<file path="config.mk">
export PLATFORM = sky130hd
export DESIGN_NAME = shq_top
export DESIGN_NICKNAME = d
export VERILOG_FILES = /design/src/core/shq_pkg.sv /design/src/core/shq_smp_if.sv /design/src/core/shq_tick.sv /design/src/core/shq_clip.sv /design/src/core/shq_top.sv
export SDC_FILE = /design/constraint.sdc
export NUM_CORES = 1
export LEC_CHECK = 0
export ABC_AREA = 0
export BUFFER_PORTS_ARGS = -buffer_cell sky130_fd_sc_hd__buf_2
export CAP_MARGIN = 20
export CORE_MARGIN = 5
export CORE_UTILIZATION = 46
export CTS_BUF_LIST = sky130_fd_sc_hd__clkbuf_4
export CTS_CLUSTER_DIAMETER = 120
export CTS_CLUSTER_SIZE = 12
export DETAILED_ROUTE_END_ITERATION = 8
export MAX_ROUTING_LAYER = met4
export PLACE_DENSITY = 0.71
export SKIP_CTS_REPAIR_TIMING = 1
export SYNTH_ARGS = -nofsm -noshare
export SYNTH_HDL_FRONTEND = slang
export SYNTH_SLANG_ARGS = --single-unit
</file>
<file path="constraint.sdc">
create_clock -name clk -period 8.9 [get_ports clk]
set_clock_uncertainty 0.15 [all_clocks]
set_input_delay 2.225 -clock clk [delete_from_list [all_inputs] [get_ports clk]]
set_output_delay 2.225 -clock clk [all_outputs]
set_load 0.05 [all_outputs]
</file>
<file path="src/core/shq_pkg.sv">
// Purpose: Shared constants and types for the sync and sample quality block
// Assumes: 25 MHz system clock, signed sample words, time offsets in ns
// Notes:   Register offsets are byte addresses on the plain register port
package shq_pkg;

	// Clock and timing
	localparam int unsigned CLK_HZ        = 25_000_000;  // System clock rate
	localparam int unsigned TICK_HZ       = 1_000;       // Millisecond tick
	localparam int unsigned TICK_DIV      = CLK_HZ / TICK_HZ;
	localparam int unsigned HOLD_S        = 60;          // Holdover length, s
	localparam int unsigned HOLD_TICKS    = HOLD_S * TICK_HZ;
	localparam int unsigned STEP_MS       = 5;           // Step or slew limit
	localparam logic [31:0] STEP_NS       = 32'(STEP_MS * 1_000_000);
	localparam logic [31:0] LOCK_ZONE_NS  = 32'h0000_03e8; // Locked zone, ns

	// Sample stream
	localparam int unsigned NCH           = 8;           // Analogue channels
	localparam int unsigned SW            = 24;          // Sample width
	localparam logic [23:0] RANGE_MULT    = 24'h00_0028; // 40 x nominal
	localparam logic [15:0] NOMINAL_RST   = 16'h1000;    // Nominal, reset

	// Register map
	localparam int unsigned AW            = 8;
	localparam logic [7:0] REG_CTRL       = 8'h00;
	localparam logic [7:0] REG_NOMINAL    = 8'h04;
	localparam logic [7:0] REG_STATUS     = 8'h08;
	localparam logic [7:0] REG_IRQ_STAT   = 8'h0c;
	localparam logic [7:0] REG_IRQ_MASK   = 8'h10;
	localparam logic [7:0] REG_RANGE      = 8'h14;

	// Control bits
	localparam int unsigned CTRL_CFG_BIT  = 0;   // Write 1: config received

	// Interrupt bit positions
	localparam int unsigned IRQ_HOLD      = 0;   // Entered holdover
	localparam int unsigned IRQ_FREE      = 1;   // Sync-not-locked alarm
	localparam int unsigned IRQ_RANGE     = 2;   // A sample was clipped
	localparam int unsigned IRQ_LOCK      = 3;   // Reached locked state
	localparam int unsigned IRQ_W         = 4;
	localparam logic [3:0] IRQ_MASK_RST   = 4'h0;

	// Sync state machine
	typedef enum logic [1:0] {
		SHQ_FREE   = 2'b00,  // Free running, sync not locked
		SHQ_SLEW   = 2'b01,  // Gradual pulse adjustment
		SHQ_LOCKED = 2'b10,  // Locked to the reference
		SHQ_HOLD   = 2'b11   // Sync lost, still reported locked
	} shq_sync_state_t;

	// Sample sync source field
	typedef enum logic [1:0] {
		SHQ_SRC_NONE   = 2'b00,
		SHQ_SRC_LOCAL  = 2'b01,
		SHQ_SRC_GLOBAL = 2'b10
	} shq_src_t;

	// Health status
	typedef enum logic [1:0] {
		SHQ_OK      = 2'b00,
		SHQ_WARNING = 2'b01,
		SHQ_ALARM   = 2'b10
	} shq_health_t;

	localparam logic [7:0] CLASS_GLOBAL   = 8'h06; // Always global
	localparam logic [7:0] CLASS_TRACE    = 8'h07; // Global if traceable

endpackage : shq_pkg

</file>
<file path="src/core/shq_smp_if.sv">
// Purpose: Carries the sample stream between the top and the clip stage
// Assumes: One sample set per valid cycle, all channels together
// Notes:   Clip stage output is registered
`timescale 1ns/1ps
interface shq_smp_if;
	import shq_pkg::*;

	logic                          in_valid;  // New sample set
	logic signed [NCH-1:0][SW-1:0] in_data;   // Raw readings
	logic        [SW-1:0]          limit;     // Positive full scale
	logic                          out_valid; // Processed set ready
	logic signed [NCH-1:0][SW-1:0] out_data;  // Clipped values
	logic        [NCH-1:0]         exceeded;  // Range exceeded per channel
	logic        [NCH-1:0]         quest;     // Questionable per channel

	modport src (output in_valid, in_data, limit,
	             input  out_valid, out_data, exceeded, quest);
	modport clip (input  in_valid, in_data, limit,
	              output out_valid, out_data, exceeded, quest);

endinterface : shq_smp_if

</file>
<file path="src/core/shq_tick.sv">
// Purpose: Divides the system clock into a one-cycle enable pulse
// Assumes: DIV of at least 2
// Notes:   Pulse stands one clock every DIV clocks
`timescale 1ns/1ps
module shq_tick #(
	parameter int unsigned DIV = 25_000
) (
	// Clock and reset
	input  wire logic clk,
	input  wire logic nrst,
	// Enable out
	output logic      tick
);

	logic [31:0] count;  // Cycles since last pulse

	// Free running divider
	always_ff @(posedge clk or negedge nrst) begin
		if (!nrst) begin
			count <= 32'h0000_0000;
			tick  <= 1'b0;
		end else if (count == 32'(DIV - 1)) begin
			count <= 32'h0000_0000;
			tick  <= 1'b1;
		end else begin
			count <= count + 32'h0000_0001;
			tick  <= 1'b0;
		end
	end

endmodule : shq_tick

</file>
<file path="src/core/shq_clip.sv">
// Purpose: Clips each channel at full scale and marks its quality
// Assumes: Limit is the positive full scale, symmetric about zero
// Notes:   One register stage; flags follow each sample set
`timescale 1ns/1ps
module shq_clip
	import shq_pkg::*;
(
	// Clock and reset
	input  wire logic clk,
	input  wire logic nrst,
	// Sample stream
	shq_smp_if.clip   smp
);

	// Valid follows the input by one cycle
	always_ff @(posedge clk or negedge nrst) begin
		if (!nrst) begin
			smp.out_valid <= 1'b0;
		end else begin
			smp.out_valid <= smp.in_valid;
		end
	end

	// One clip stage per channel
	for (genvar c = 0; c < NCH; c++) begin : g_ch
		logic signed [SW-1:0] neg_lim;  // Negative full scale
		logic                 over_pos; // Above positive scale
		logic                 over_neg; // Below negative scale

		assign neg_lim  = -$signed(smp.limit);
		assign over_pos = $signed(smp.in_data[c]) > $signed(smp.limit);
		assign over_neg = $signed(smp.in_data[c]) < neg_lim;

		// Flags clear on the first in-range sample after a clip
		always_ff @(posedge clk or negedge nrst) begin
			if (!nrst) begin
				smp.out_data[c] <= '0;
				smp.exceeded[c] <= 1'b0;
				smp.quest[c]    <= 1'b0;
			end else if (smp.in_valid) begin
				smp.exceeded[c] <= over_pos | over_neg;
				smp.quest[c]    <= over_pos | over_neg;
				if (over_pos) begin
					smp.out_data[c] <= $signed(smp.limit);
				end else if (over_neg) begin
					// Sign kept so the waveform still shows its direction
					smp.out_data[c] <= neg_lim;
				end else begin
					smp.out_data[c] <= smp.in_data[c];
				end
			end
		end
	end

endmodule : shq_clip

</file>
<file path="src/core/shq_top.sv">
// Purpose: Sync state tracking and sample quality marking for a merging unit
// Assumes: Inputs synchronous to clk; time_diff_ns is internal minus
//          received time, valid whenever sync_present is high
// Notes:   Register read data stand only in the cycle after the read strobe
//
// Overview of operation
// - Flag readings above forty times nominal
// - Send full scale while out of range
// - Range-exceeded flag makes quality questionable
// - Sync loss: sixty seconds holdover, still locked
// - Holdover expiry: free running, not-locked alarm
// - Difference below 5 ms: slew pulse gradually
// - Difference above 5 ms: single phase step
// - Sync field none, local or global
// - No operation before first configuration
// - Questionable sample drives health to warning
//
// The placing of the registers and the address-and-strobe port were left to the implementer.
`timescale 1ns/1ps
module shq_top
	import shq_pkg::*;
#(
	parameter int unsigned TICK_CYCLES = TICK_DIV,   // Clocks per ms tick
	parameter int unsigned HOLD_LEN    = HOLD_TICKS  // Holdover in ticks
) (
	// Clock and reset
	input  wire logic                          clk,
	input  wire logic                          nrst,
	// Register port
	input  wire logic [AW-1:0]                 reg_addr,
	input  wire logic [31:0]                   reg_wdata,
	input  wire logic                          reg_wr,
	input  wire logic                          reg_rd,
	output logic      [31:0]                   reg_rdata,
	output logic                               irq,
	// Acquisition input
	input  wire logic                          smp_in_valid,
	input  wire logic signed [NCH-1:0][SW-1:0] smp_in,
	// Time source
	input  wire logic                          sync_present,
	input  wire logic signed [31:0]            time_diff_ns,
	input  wire logic                          time_traceable,
	input  wire logic [7:0]                    grandmaster_time_class,
	// Sample frame fields
	output logic                               smp_out_valid,
	output logic signed [NCH-1:0][SW-1:0]      smp_out,
	output logic      [NCH-1:0]                range_exceeded_flag,
	output logic      [NCH-1:0]                smp_questionable,
	output shq_src_t                           sample_sync_source,
	// Pulse control and status
	output logic                               sync_locked,
	output logic                               sync_alarm,
	output logic                               pps_slew_en,
	output logic                               pps_slew_dir,
	output logic                               pps_step,
	output logic signed [31:0]                 pps_step_ns,
	output logic                               op_mode,
	output logic                               in_service,
	output shq_health_t                        health
);

	shq_smp_if smp ();                   // Link to clip stage

	shq_sync_state_t state;              // Sync state
	shq_sync_state_t next_state;         // Next sync state
	logic            tick;               // Millisecond enable
	logic [31:0]     hold_count;         // Ticks spent in holdover
	logic            hold_done;          // Holdover expired
	logic [31:0]     diff_mag;           // Magnitude of time offset
	logic            diff_small;         // Below step limit
	logic            in_zone;            // Inside locked zone
	logic            cfg_received;       // First configuration seen
	logic [15:0]     nominal;            // Nominal current in counts
	logic [IRQ_W-1:0] irq_stat;          // Sticky events
	logic [IRQ_W-1:0] irq_mask;          // Event enables
	logic [IRQ_W-1:0] irq_event;         // Events this cycle
	logic [IRQ_W-1:0] irq_clr;           // Write-one-to-clear bits
	logic            any_quest;          // Latest set had a clip
	logic            wr_hit;             // Write decode helper

	// Clip stage wiring
	assign smp.in_valid = smp_in_valid;
	assign smp.in_data  = smp_in;
	assign smp.limit    = 24'({8'h00, nominal} * RANGE_MULT);

	shq_clip u_clip (
		.clk  (clk),
		.nrst (nrst),
		.smp  (smp)
	);

	shq_tick #(
		.DIV (TICK_CYCLES)
	) u_tick (
		.clk  (clk),
		.nrst (nrst),
		.tick (tick)
	);

	// Sample fields come straight from the clip stage registers
	assign smp_out_valid       = smp.out_valid;
	assign smp_out             = smp.out_data;
	assign range_exceeded_flag = smp.exceeded;
	assign smp_questionable    = smp.quest;
	assign any_quest           = |smp.quest;

	// Offset magnitude and comparisons
	assign diff_mag   = time_diff_ns[31] ? 32'(-time_diff_ns)
	                                     : 32'(time_diff_ns);
	assign diff_small = diff_mag < STEP_NS;
	assign in_zone    = diff_mag <= LOCK_ZONE_NS;
	assign hold_done  = tick && (hold_count >= 32'(HOLD_LEN - 1));

	// Next sync state
	always_comb begin
		next_state = state;
		unique case (state)
			SHQ_FREE: begin
				if (sync_present) begin
					// Small offsets are walked in, large ones stepped
					next_state = diff_small ? SHQ_SLEW
					                        : SHQ_LOCKED;
				end
			end
			SHQ_SLEW: begin
				if (!sync_present) begin
					next_state = SHQ_FREE;
				end else if (in_zone) begin
					next_state = SHQ_LOCKED;
				end
			end
			SHQ_LOCKED: begin
				if (!sync_present) begin
					next_state = SHQ_HOLD;
				end
			end
			SHQ_HOLD: begin
				if (sync_present) begin
					// Straight back to resync, timer abandoned
					next_state = diff_small ? SHQ_SLEW
					                        : SHQ_LOCKED;
				end else if (hold_done) begin
					next_state = SHQ_FREE;
				end
			end
		endcase
	end

	// Sync state register; free running until a reference appears
	always_ff @(posedge clk or negedge nrst) begin
		if (!nrst) begin
			state <= SHQ_FREE;
		end else begin
			state <= next_state;
		end
	end

	// Holdover timer counts ms ticks, cleared outside holdover
	always_ff @(posedge clk or negedge nrst) begin
		if (!nrst) begin
			hold_count <= 32'h0000_0000;
		end else if (state != SHQ_HOLD || sync_present) begin
			hold_count <= 32'h0000_0000;
		end else if (tick) begin
			hold_count <= hold_count + 32'h0000_0001;
		end
	end

	// Phase step pulse carries the offset to remove
	always_ff @(posedge clk or negedge nrst) begin
		if (!nrst) begin
			pps_step    <= 1'b0;
			pps_step_ns <= 32'sh0000_0000;
		end else begin
			pps_step <= (state == SHQ_FREE || state == SHQ_HOLD)
			            && sync_present && !diff_small;
			if ((state == SHQ_FREE || state == SHQ_HOLD) && sync_present) begin
				pps_step_ns <= time_diff_ns;
			end
		end
	end

	// Slew request: direction says internal time runs ahead
	always_ff @(posedge clk or negedge nrst) begin
		if (!nrst) begin
			pps_slew_en  <= 1'b0;
			pps_slew_dir <= 1'b0;
		end else begin
			pps_slew_en  <= next_state == SHQ_SLEW;
			pps_slew_dir <= !time_diff_ns[31];
		end
	end

	// Locked is reported through holdover too
	assign sync_locked = state == SHQ_LOCKED || state == SHQ_HOLD;
	assign sync_alarm  = state == SHQ_FREE;

	// Sample sync source from state, class and traceability
	always_ff @(posedge clk or negedge nrst) begin
		if (!nrst) begin
			sample_sync_source <= SHQ_SRC_NONE;
		end else if (!(next_state == SHQ_LOCKED || next_state == SHQ_HOLD)) begin
			sample_sync_source <= SHQ_SRC_NONE;
		end else if (grandmaster_time_class == CLASS_GLOBAL ||
		             (grandmaster_time_class == CLASS_TRACE &&
		              time_traceable)) begin
			sample_sync_source <= SHQ_SRC_GLOBAL;
		end else begin
			sample_sync_source <= SHQ_SRC_LOCAL;
		end
	end

	// Operation waits for the first configuration write
	assign op_mode    = cfg_received;
	assign in_service = cfg_received;

	// Health: warning on questionable samples or free running
	always_comb begin
		if (any_quest || state == SHQ_FREE) begin
			health = SHQ_WARNING;
		end else begin
			health = SHQ_OK;
		end
	end

	// Configuration and nominal registers
	assign wr_hit = reg_wr && !reg_rd;
	always_ff @(posedge clk or negedge nrst) begin
		if (!nrst) begin
			cfg_received <= 1'b0;
			nominal      <= NOMINAL_RST;
			irq_mask     <= IRQ_MASK_RST;
		end else if (wr_hit) begin
			// Configuration flag is sticky; only reset clears it
			if (reg_addr == REG_CTRL && reg_wdata[CTRL_CFG_BIT]) begin
				cfg_received <= 1'b1;
			end
			if (reg_addr == REG_NOMINAL) begin
				nominal <= reg_wdata[15:0];
			end
			if (reg_addr == REG_IRQ_MASK) begin
				irq_mask <= reg_wdata[IRQ_W-1:0];
			end
		end
	end

	// Events for the interrupt status
	always_comb begin
		irq_event            = '0;
		irq_event[IRQ_HOLD]  = state == SHQ_LOCKED && next_state == SHQ_HOLD;
		irq_event[IRQ_FREE]  = state == SHQ_HOLD && next_state == SHQ_FREE;
		irq_event[IRQ_RANGE] = smp.out_valid && |smp.exceeded;
		irq_event[IRQ_LOCK]  = state != SHQ_LOCKED && next_state == SHQ_LOCKED;
	end
	assign irq_clr = (wr_hit && reg_addr == REG_IRQ_STAT)
	                 ? reg_wdata[IRQ_W-1:0] : '0;

	// Sticky status; a new event beats a clear in the same cycle
	always_ff @(posedge clk or negedge nrst) begin
		if (!nrst) begin
			irq_stat <= '0;
		end else begin
			irq_stat <= (irq_stat & ~irq_clr) | irq_event;
		end
	end
	assign irq = |(irq_stat & irq_mask);

	// Read port; unmapped addresses and idle cycles read zero
	always_ff @(posedge clk or negedge nrst) begin
		if (!nrst) begin
			reg_rdata <= 32'h0000_0000;
		end else if (!reg_rd) begin
			reg_rdata <= 32'h0000_0000;
		end else begin
			unique case (reg_addr)
				REG_CTRL:     reg_rdata <= {31'h0000_0000, cfg_received};
				REG_NOMINAL:  reg_rdata <= {16'h0000, nominal};
				REG_STATUS:   reg_rdata <= {20'h0_0000, health,
				                            sample_sync_source,
				                            sync_alarm, sync_locked,
				                            pps_slew_en, any_quest,
				                            2'b00, state};
				REG_IRQ_STAT: reg_rdata <= {28'h000_0000, irq_stat};
				REG_IRQ_MASK: reg_rdata <= {28'h000_0000, irq_mask};
				REG_RANGE:    reg_rdata <= {24'h00_0000, smp.exceeded};
				default:      reg_rdata <= 32'h0000_0000;
			endcase
		end
	end

endmodule : shq_top

</file>
* Yosys cells after proc, flatten, opt, wreduce, memory -nomap -nowiden
Index checks and enable logic that the tools add are counted.
** Word-level totals
- Output and inout port bits :: 285
- Word-level logic and storage cells :: 147
- Bits in registers :: 362
** Cells by class
- Equality and inequality tests :: 16
- Add/subtract/negate cells :: 4
- Multiplexer cells :: 35
- Multiply operators :: 1
- Magnitude comparators :: 19
- Bitwise gates (word level) :: 12
- Reductions and logical operators :: 29
** Operators with widths (count)
- $mux 24 :: 16
- $gt 24x23->1 :: 8
- $lt 24x24->1 :: 8
- $mux 32 :: 4
- $pmux 16 s6 :: 1
- $add 32x1->32 const B :: 2
- $eq 32x15->1 const B :: 1
- $ge 32x16->1 const B :: 1
- $le 32x10->1 const B :: 1
- $lt 32x23->1 const B :: 1
- $neg 32->32 :: 1
- $eq 8x3->1 const B :: 3
- $neg 22->24 :: 1
- $mul 16x3->19 const B :: 1
- $mux 2 :: 9
- $eq 8x4->1 const B :: 2
- $eq 8x5->1 const B :: 2
- $mux 16 :: 1
- $logic_and 1x1->1 :: 11
- $and 4x4->4 :: 2
- $eq 2x2->1 const B :: 4
- $logic_not 8->1 :: 1
- $or 1x1->1 :: 8
- $pmux 2 s4 :: 1
- other kinds (13) :: 26

* Logic depth before layout (Yosys ltp)
- Word-level depth :: 9
- Gate-level depth with buffers :: 28

* Hierarchy
Synthesis repeated with hierarchy kept, for this count alone.
** Unflattened totals
- Cells, all modules :: 3185
- Area total of the unflattened synthesis :: 28738.8 sq um
** Modules (own cells, without submodules)
- shq_clip :: seq. area each 5029.8 sq um, times used 1, area an instance 20223.1 sq um, cells an instance 2339
- shq_top :: seq. area each 2803.9 sq um, times used 1, area an instance 6907.9 sq um, cells an instance 697
- shq_tick :: seq. area each 825.8 sq um, times used 1, area an instance 1607.8 sq um, cells an instance 149

* Worst setup path before layout
Ideal clock, no wire load.
- Path type :: reg-to-reg
- Start point :: register nominal[1]
- End point :: register u_clip.smp.out_data[112]
- Cell stages (with the launch flop) :: 22
- Setup slack :: 2.495 ns
- Arrival :: 6.129 ns
- Buffers on the path :: 1
- Cells stage by stage :: dfrtp_1 ha_1 ha_1 fa_1 inv_1 and2_1 clkbuf_1 nand3_1 nor3_1 nand3_1 xnor2_1 clkinv_1 ha_1 a21o_1 a2111oi_0 o21ai_0 a22o_1 nand3_1 a31oi_1 o21ai_2 mux2_2 a221o_1
** On the way
- Word-level cells in the longest chain between the ends :: 5
- Elaborated cells between the ends (all ways) :: 6
- Classes of those cells :: 1 x add/sub; 1 x mul; 2 x order compare; 2 x mux
** Ends and longest elaborated chain
- start, declared :: line shq_top.sv:73 : logic [15:0] nominal;
- start signal, assigned :: line shq_top.sv:239 : nominal <= reg_wdata[15:0];
- $mul 16x3->19 (*) :: line shq_top.sv:84 : assign smp.limit = 24'({8'h00, nominal} * RANGE_MULT);
- $neg 22->24 :: line shq_clip.sv:30 : assign neg_lim = -$signed(smp.limit);
- $lt 24x24->1 :: line shq_clip.sv:32 : assign over_neg = $signed(smp.in_data[c]) < neg_lim;
- $mux 24 :: line shq_clip.sv:45 : end else if (over_neg) begin
- $mux 24 (*) :: line shq_clip.sv:43 : if (over_pos) begin
- end signal, assigned by index :: line shq_clip.sv:44 : smp.out_data[c] <= $signed(smp.limit);
- end signal, assigned by index :: line shq_clip.sv:47 : smp.out_data[c] <= neg_lim;
- end signal, assigned by index :: line shq_clip.sv:49 : smp.out_data[c] <= smp.in_data[c];
- end, declared :: line shq_smp_if.sv:19 : output out_valid, out_data, exceeded, quest);
Mark *: on every way between the ends. The rest lies on a longest branch, timed or not.
A chain may end at the register's enable or synchronous reset.

* Worst setup path after layout
- Start point :: register nominal[3]
- End point :: register u_clip.smp.out_data[26]
Same word-level chain as after synthesis.

==> run metrics <==
outcome=completed; vias in the first global route=26,100; CTS Buf Count=34; Fmax=131 MHz; WHS=338 ps; # nets final=4,124; area grow syn2layout=15.0%; Worst Max-Slew Pin Slew=1040 ps; Port Buffers=530; Hold Fails Final Rpt=0; Final Util=0.535; H-tree levels=2; largest net degree at the start of global routing=roughly 110; worst skew pair latency=830 ps; average wire per standard cell=between 20 and 30 um; GPL Wtd Cong=0.992; Placeable Area=slightly below 60,000 um2; clk root buf=clkbuf_4; RSZ-0062 raised after global routing=no; die span in y=roughly 250 um; layout cells sized above 1=0.216; most frequent cells in the layout=buf_2, dfrtp_1, ha_1; Yosys reg bits=346; Overflow after GRT=0; Max-Cap Viols=0; Setup TNS Final=0 ps; die width=252 um; EDFF count, synth=0; Post-Syn Area per Cell=8.90 um2; Arr. time, crit path=8220 ps; Final Setup Violations=0; first-pass GRT wire length=169 mm; max-slew violation count=0; Period minus WS final=7630 ps; leading cell type in the layout, fill and taps excluded=buf_2; async set-reset flop share out of synthesis=1.00; CTS clk-pin slew, worst paths=140 ps; Rows=slightly below 90; DRC=0; Via Count=27,600; TritonCTS clock tree=done; startpoint types=flip-flop; Design Power=4.81 mW; IO Pins=564; final worst path period share=0.857; Die Area=63,400 um2; FF-to-FF setup slack=1270 ps; DRT iter0 DRCs=2,887; CP required=roughly 9500 ps; library cells used by synthesis=108; worst-case clock buffer depth=3; Synth Flop Type=dfrtp_1; crit path kind=reg -> reg; Multi-input gate area=approximately 17,000 um2; VDD IR-drop max=0.264 mV; post-DR vias/cell=6.35; Mapped Area=26,900 um2; GRT Overall Usage=0.360; clk sinks=roughly 350; Filler cells=5,578; Register Area=just under 9000 um2; slew margin rel.=0.303; cell area power density=approximately 160 nW/um2; cell count after synthesis=around 3,000; worst-path fanout max=12; YS warnings=0; 1st-pass router iterations=8; Hold Path Class=reg -> reg; total wire length=about 120 mm; leak pwr=around 15 nW; critical path endpoint category=flip-flop; Post-DP HPWL=about 92 mm; initial antenna violation count=44; Post-DRT Antenna Nets=0; Initial Utilization=0.465; register area share after synthesis=0.322
## cell families (layout without fill, tap and decap cells)
| group | Yosys count | after routing | synth area share |
|---|---|---|---|
| AO/OA/AOI/OAI | 912 | 912 | 0.230 |
| multiplexers | 121 | 121 | 0.0476 |
| AND/OR/NAND/NOR | 973 | 973 | 0.174 |
| flip-flops | 346 | 346 | 0.322 |
| buffers and inverters | 254 | 745 | 0.0439 |
| other | 1 | 66 | 0.000139 |
| adder cells (fa/ha/maj) | 328 | 328 | 0.153 |
| XOR/XNOR | 87 | 87 | 0.0294 |
## report_power, final
part           internal, mW  switching [mW]
Sequential             1.76           0.127
Clock                 0.233           0.595
Combinational         0.582            1.52
## critical path, stage by stage, from the launching register on
cell	delay [ps]
dfrtp_1	460
ha_1	310
ha_1	240
fa_1	430
a211oi_1	470
o211ai_1	140
a211o_1	420
a21o_1	280
or3_1	520
o21ai_0	280
and2_1	350
inv_1	390
ha_1	420
o21ai_0	110
nor3_1	310
a2111oi_0	140
o311ai_1	340
o221ai_1	190
a31o_2	380
and2_1	250
nor2_1	720
a22o_1	230
## Yosys cell counts (8+ instances only)
master     number  share of area
nor2b_1        41         0.0095
nand2b_1       17         0.0040
a2111oi_0      12         0.0039
buf_4          36          0.010
nand4_1        58          0.013
a21oi_1       218          0.041
o32ai_1        10         0.0033
a22oi_1        21         0.0059
or3_1          18         0.0042
a21o_1         74          0.021
a221o_1        15         0.0056
o22ai_1        47          0.011
mux2_2         56          0.023
ha_1          322           0.15
and3_1         26         0.0060
nor3_1         72          0.013
a211o_1        11         0.0036
o221ai_1       47          0.015
a21boi_0        8         0.0022
o31ai_1        21         0.0059
xnor2_1        44          0.014
dfrtp_1       345           0.32
o21a_1         19         0.0053
nor4b_1        14         0.0046
buf_6          10         0.0042
mux2i_1        65          0.024
nand3_1        74          0.014
a31oi_1        30         0.0070
clkbuf_1      106          0.015
xor2_1         41          0.013
and2_1         18         0.0042
buf_2          13         0.0024
a22o_1         32          0.010
nor4_1         38         0.0088
o211ai_1       28         0.0078
inv_1          77          0.011
nor2_1        243          0.034
nand2_1       304          0.042
a211oi_1       23         0.0064
o2bb2ai_1      17         0.0055
o21ai_0       162          0.030
o21ai_1        21         0.0039
## area by class of cell
cell class / instances / share of cell area
Antenna cell: 49 / 0.00396
Tap cell: 765 / 0.0309
Multi-Input combinational cell: 2438 / 0.555
Inverter: 84 / 0.0104
Sequential cell: 346 / 0.280
Clock inverter: 4 / 0.00158
Clock buffer: 39 / 0.00947
Timing Repair Buffer: 618 / 0.109
## layer usage
layer / global-route usage / up-vias / part of all wire
met5: - / - / 0
met3: 0.0922 / 327 / 0.11
met4: 0.180 / 0 / 0.059
met1: 0.445 / 13200 / 0.38
met2: 0.550 / 1639 / 0.45
li1: - / 12400 / -
## sequential cells by signal (all words and copies together), names as in the netlist, 4 cells and up
name                 cells
hold_count              32
irq_mask                 4
irq_stat                 4
nominal                 16
pps_step_ns             32
reg_rdata               16
u_clip.smp.exceeded      5
u_clip.smp.out_data    192
u_tick.count            32
## per-stage QoR
step | instances | cell area (um2) | worst slack, ps
final | 4343 | 30900 | 1270
after detailed placement | 4249 | 30400 | 1520
after global routing | 4336 | 30900 | 1030
after floorplan | 3038 | 27000 | 2490
after global placement | 4249 | 30400 | 1650
after CTS | 4292 | 30800 | 1450
## path summary, 6_finish.rpt
kind	start	to	cells past startpoint
worst min-delay path	u_tick.count[0]	u_tick.count[0]	1
worst max register to register	nominal[3]	u_clip.smp.out_data[26]	21
max in group asynchronous	nrst	u_clip.smp.out_data[173]	2
worst min register to register	u_tick.count[0]	u_tick.count[0]	1
worst max-delay path	nominal[3]	u_clip.smp.out_data[26]	21
min in group asynchronous	nrst	u_clip.smp.out_data[113]	1
Note: power is estimated with default switching activity, not from simulation.
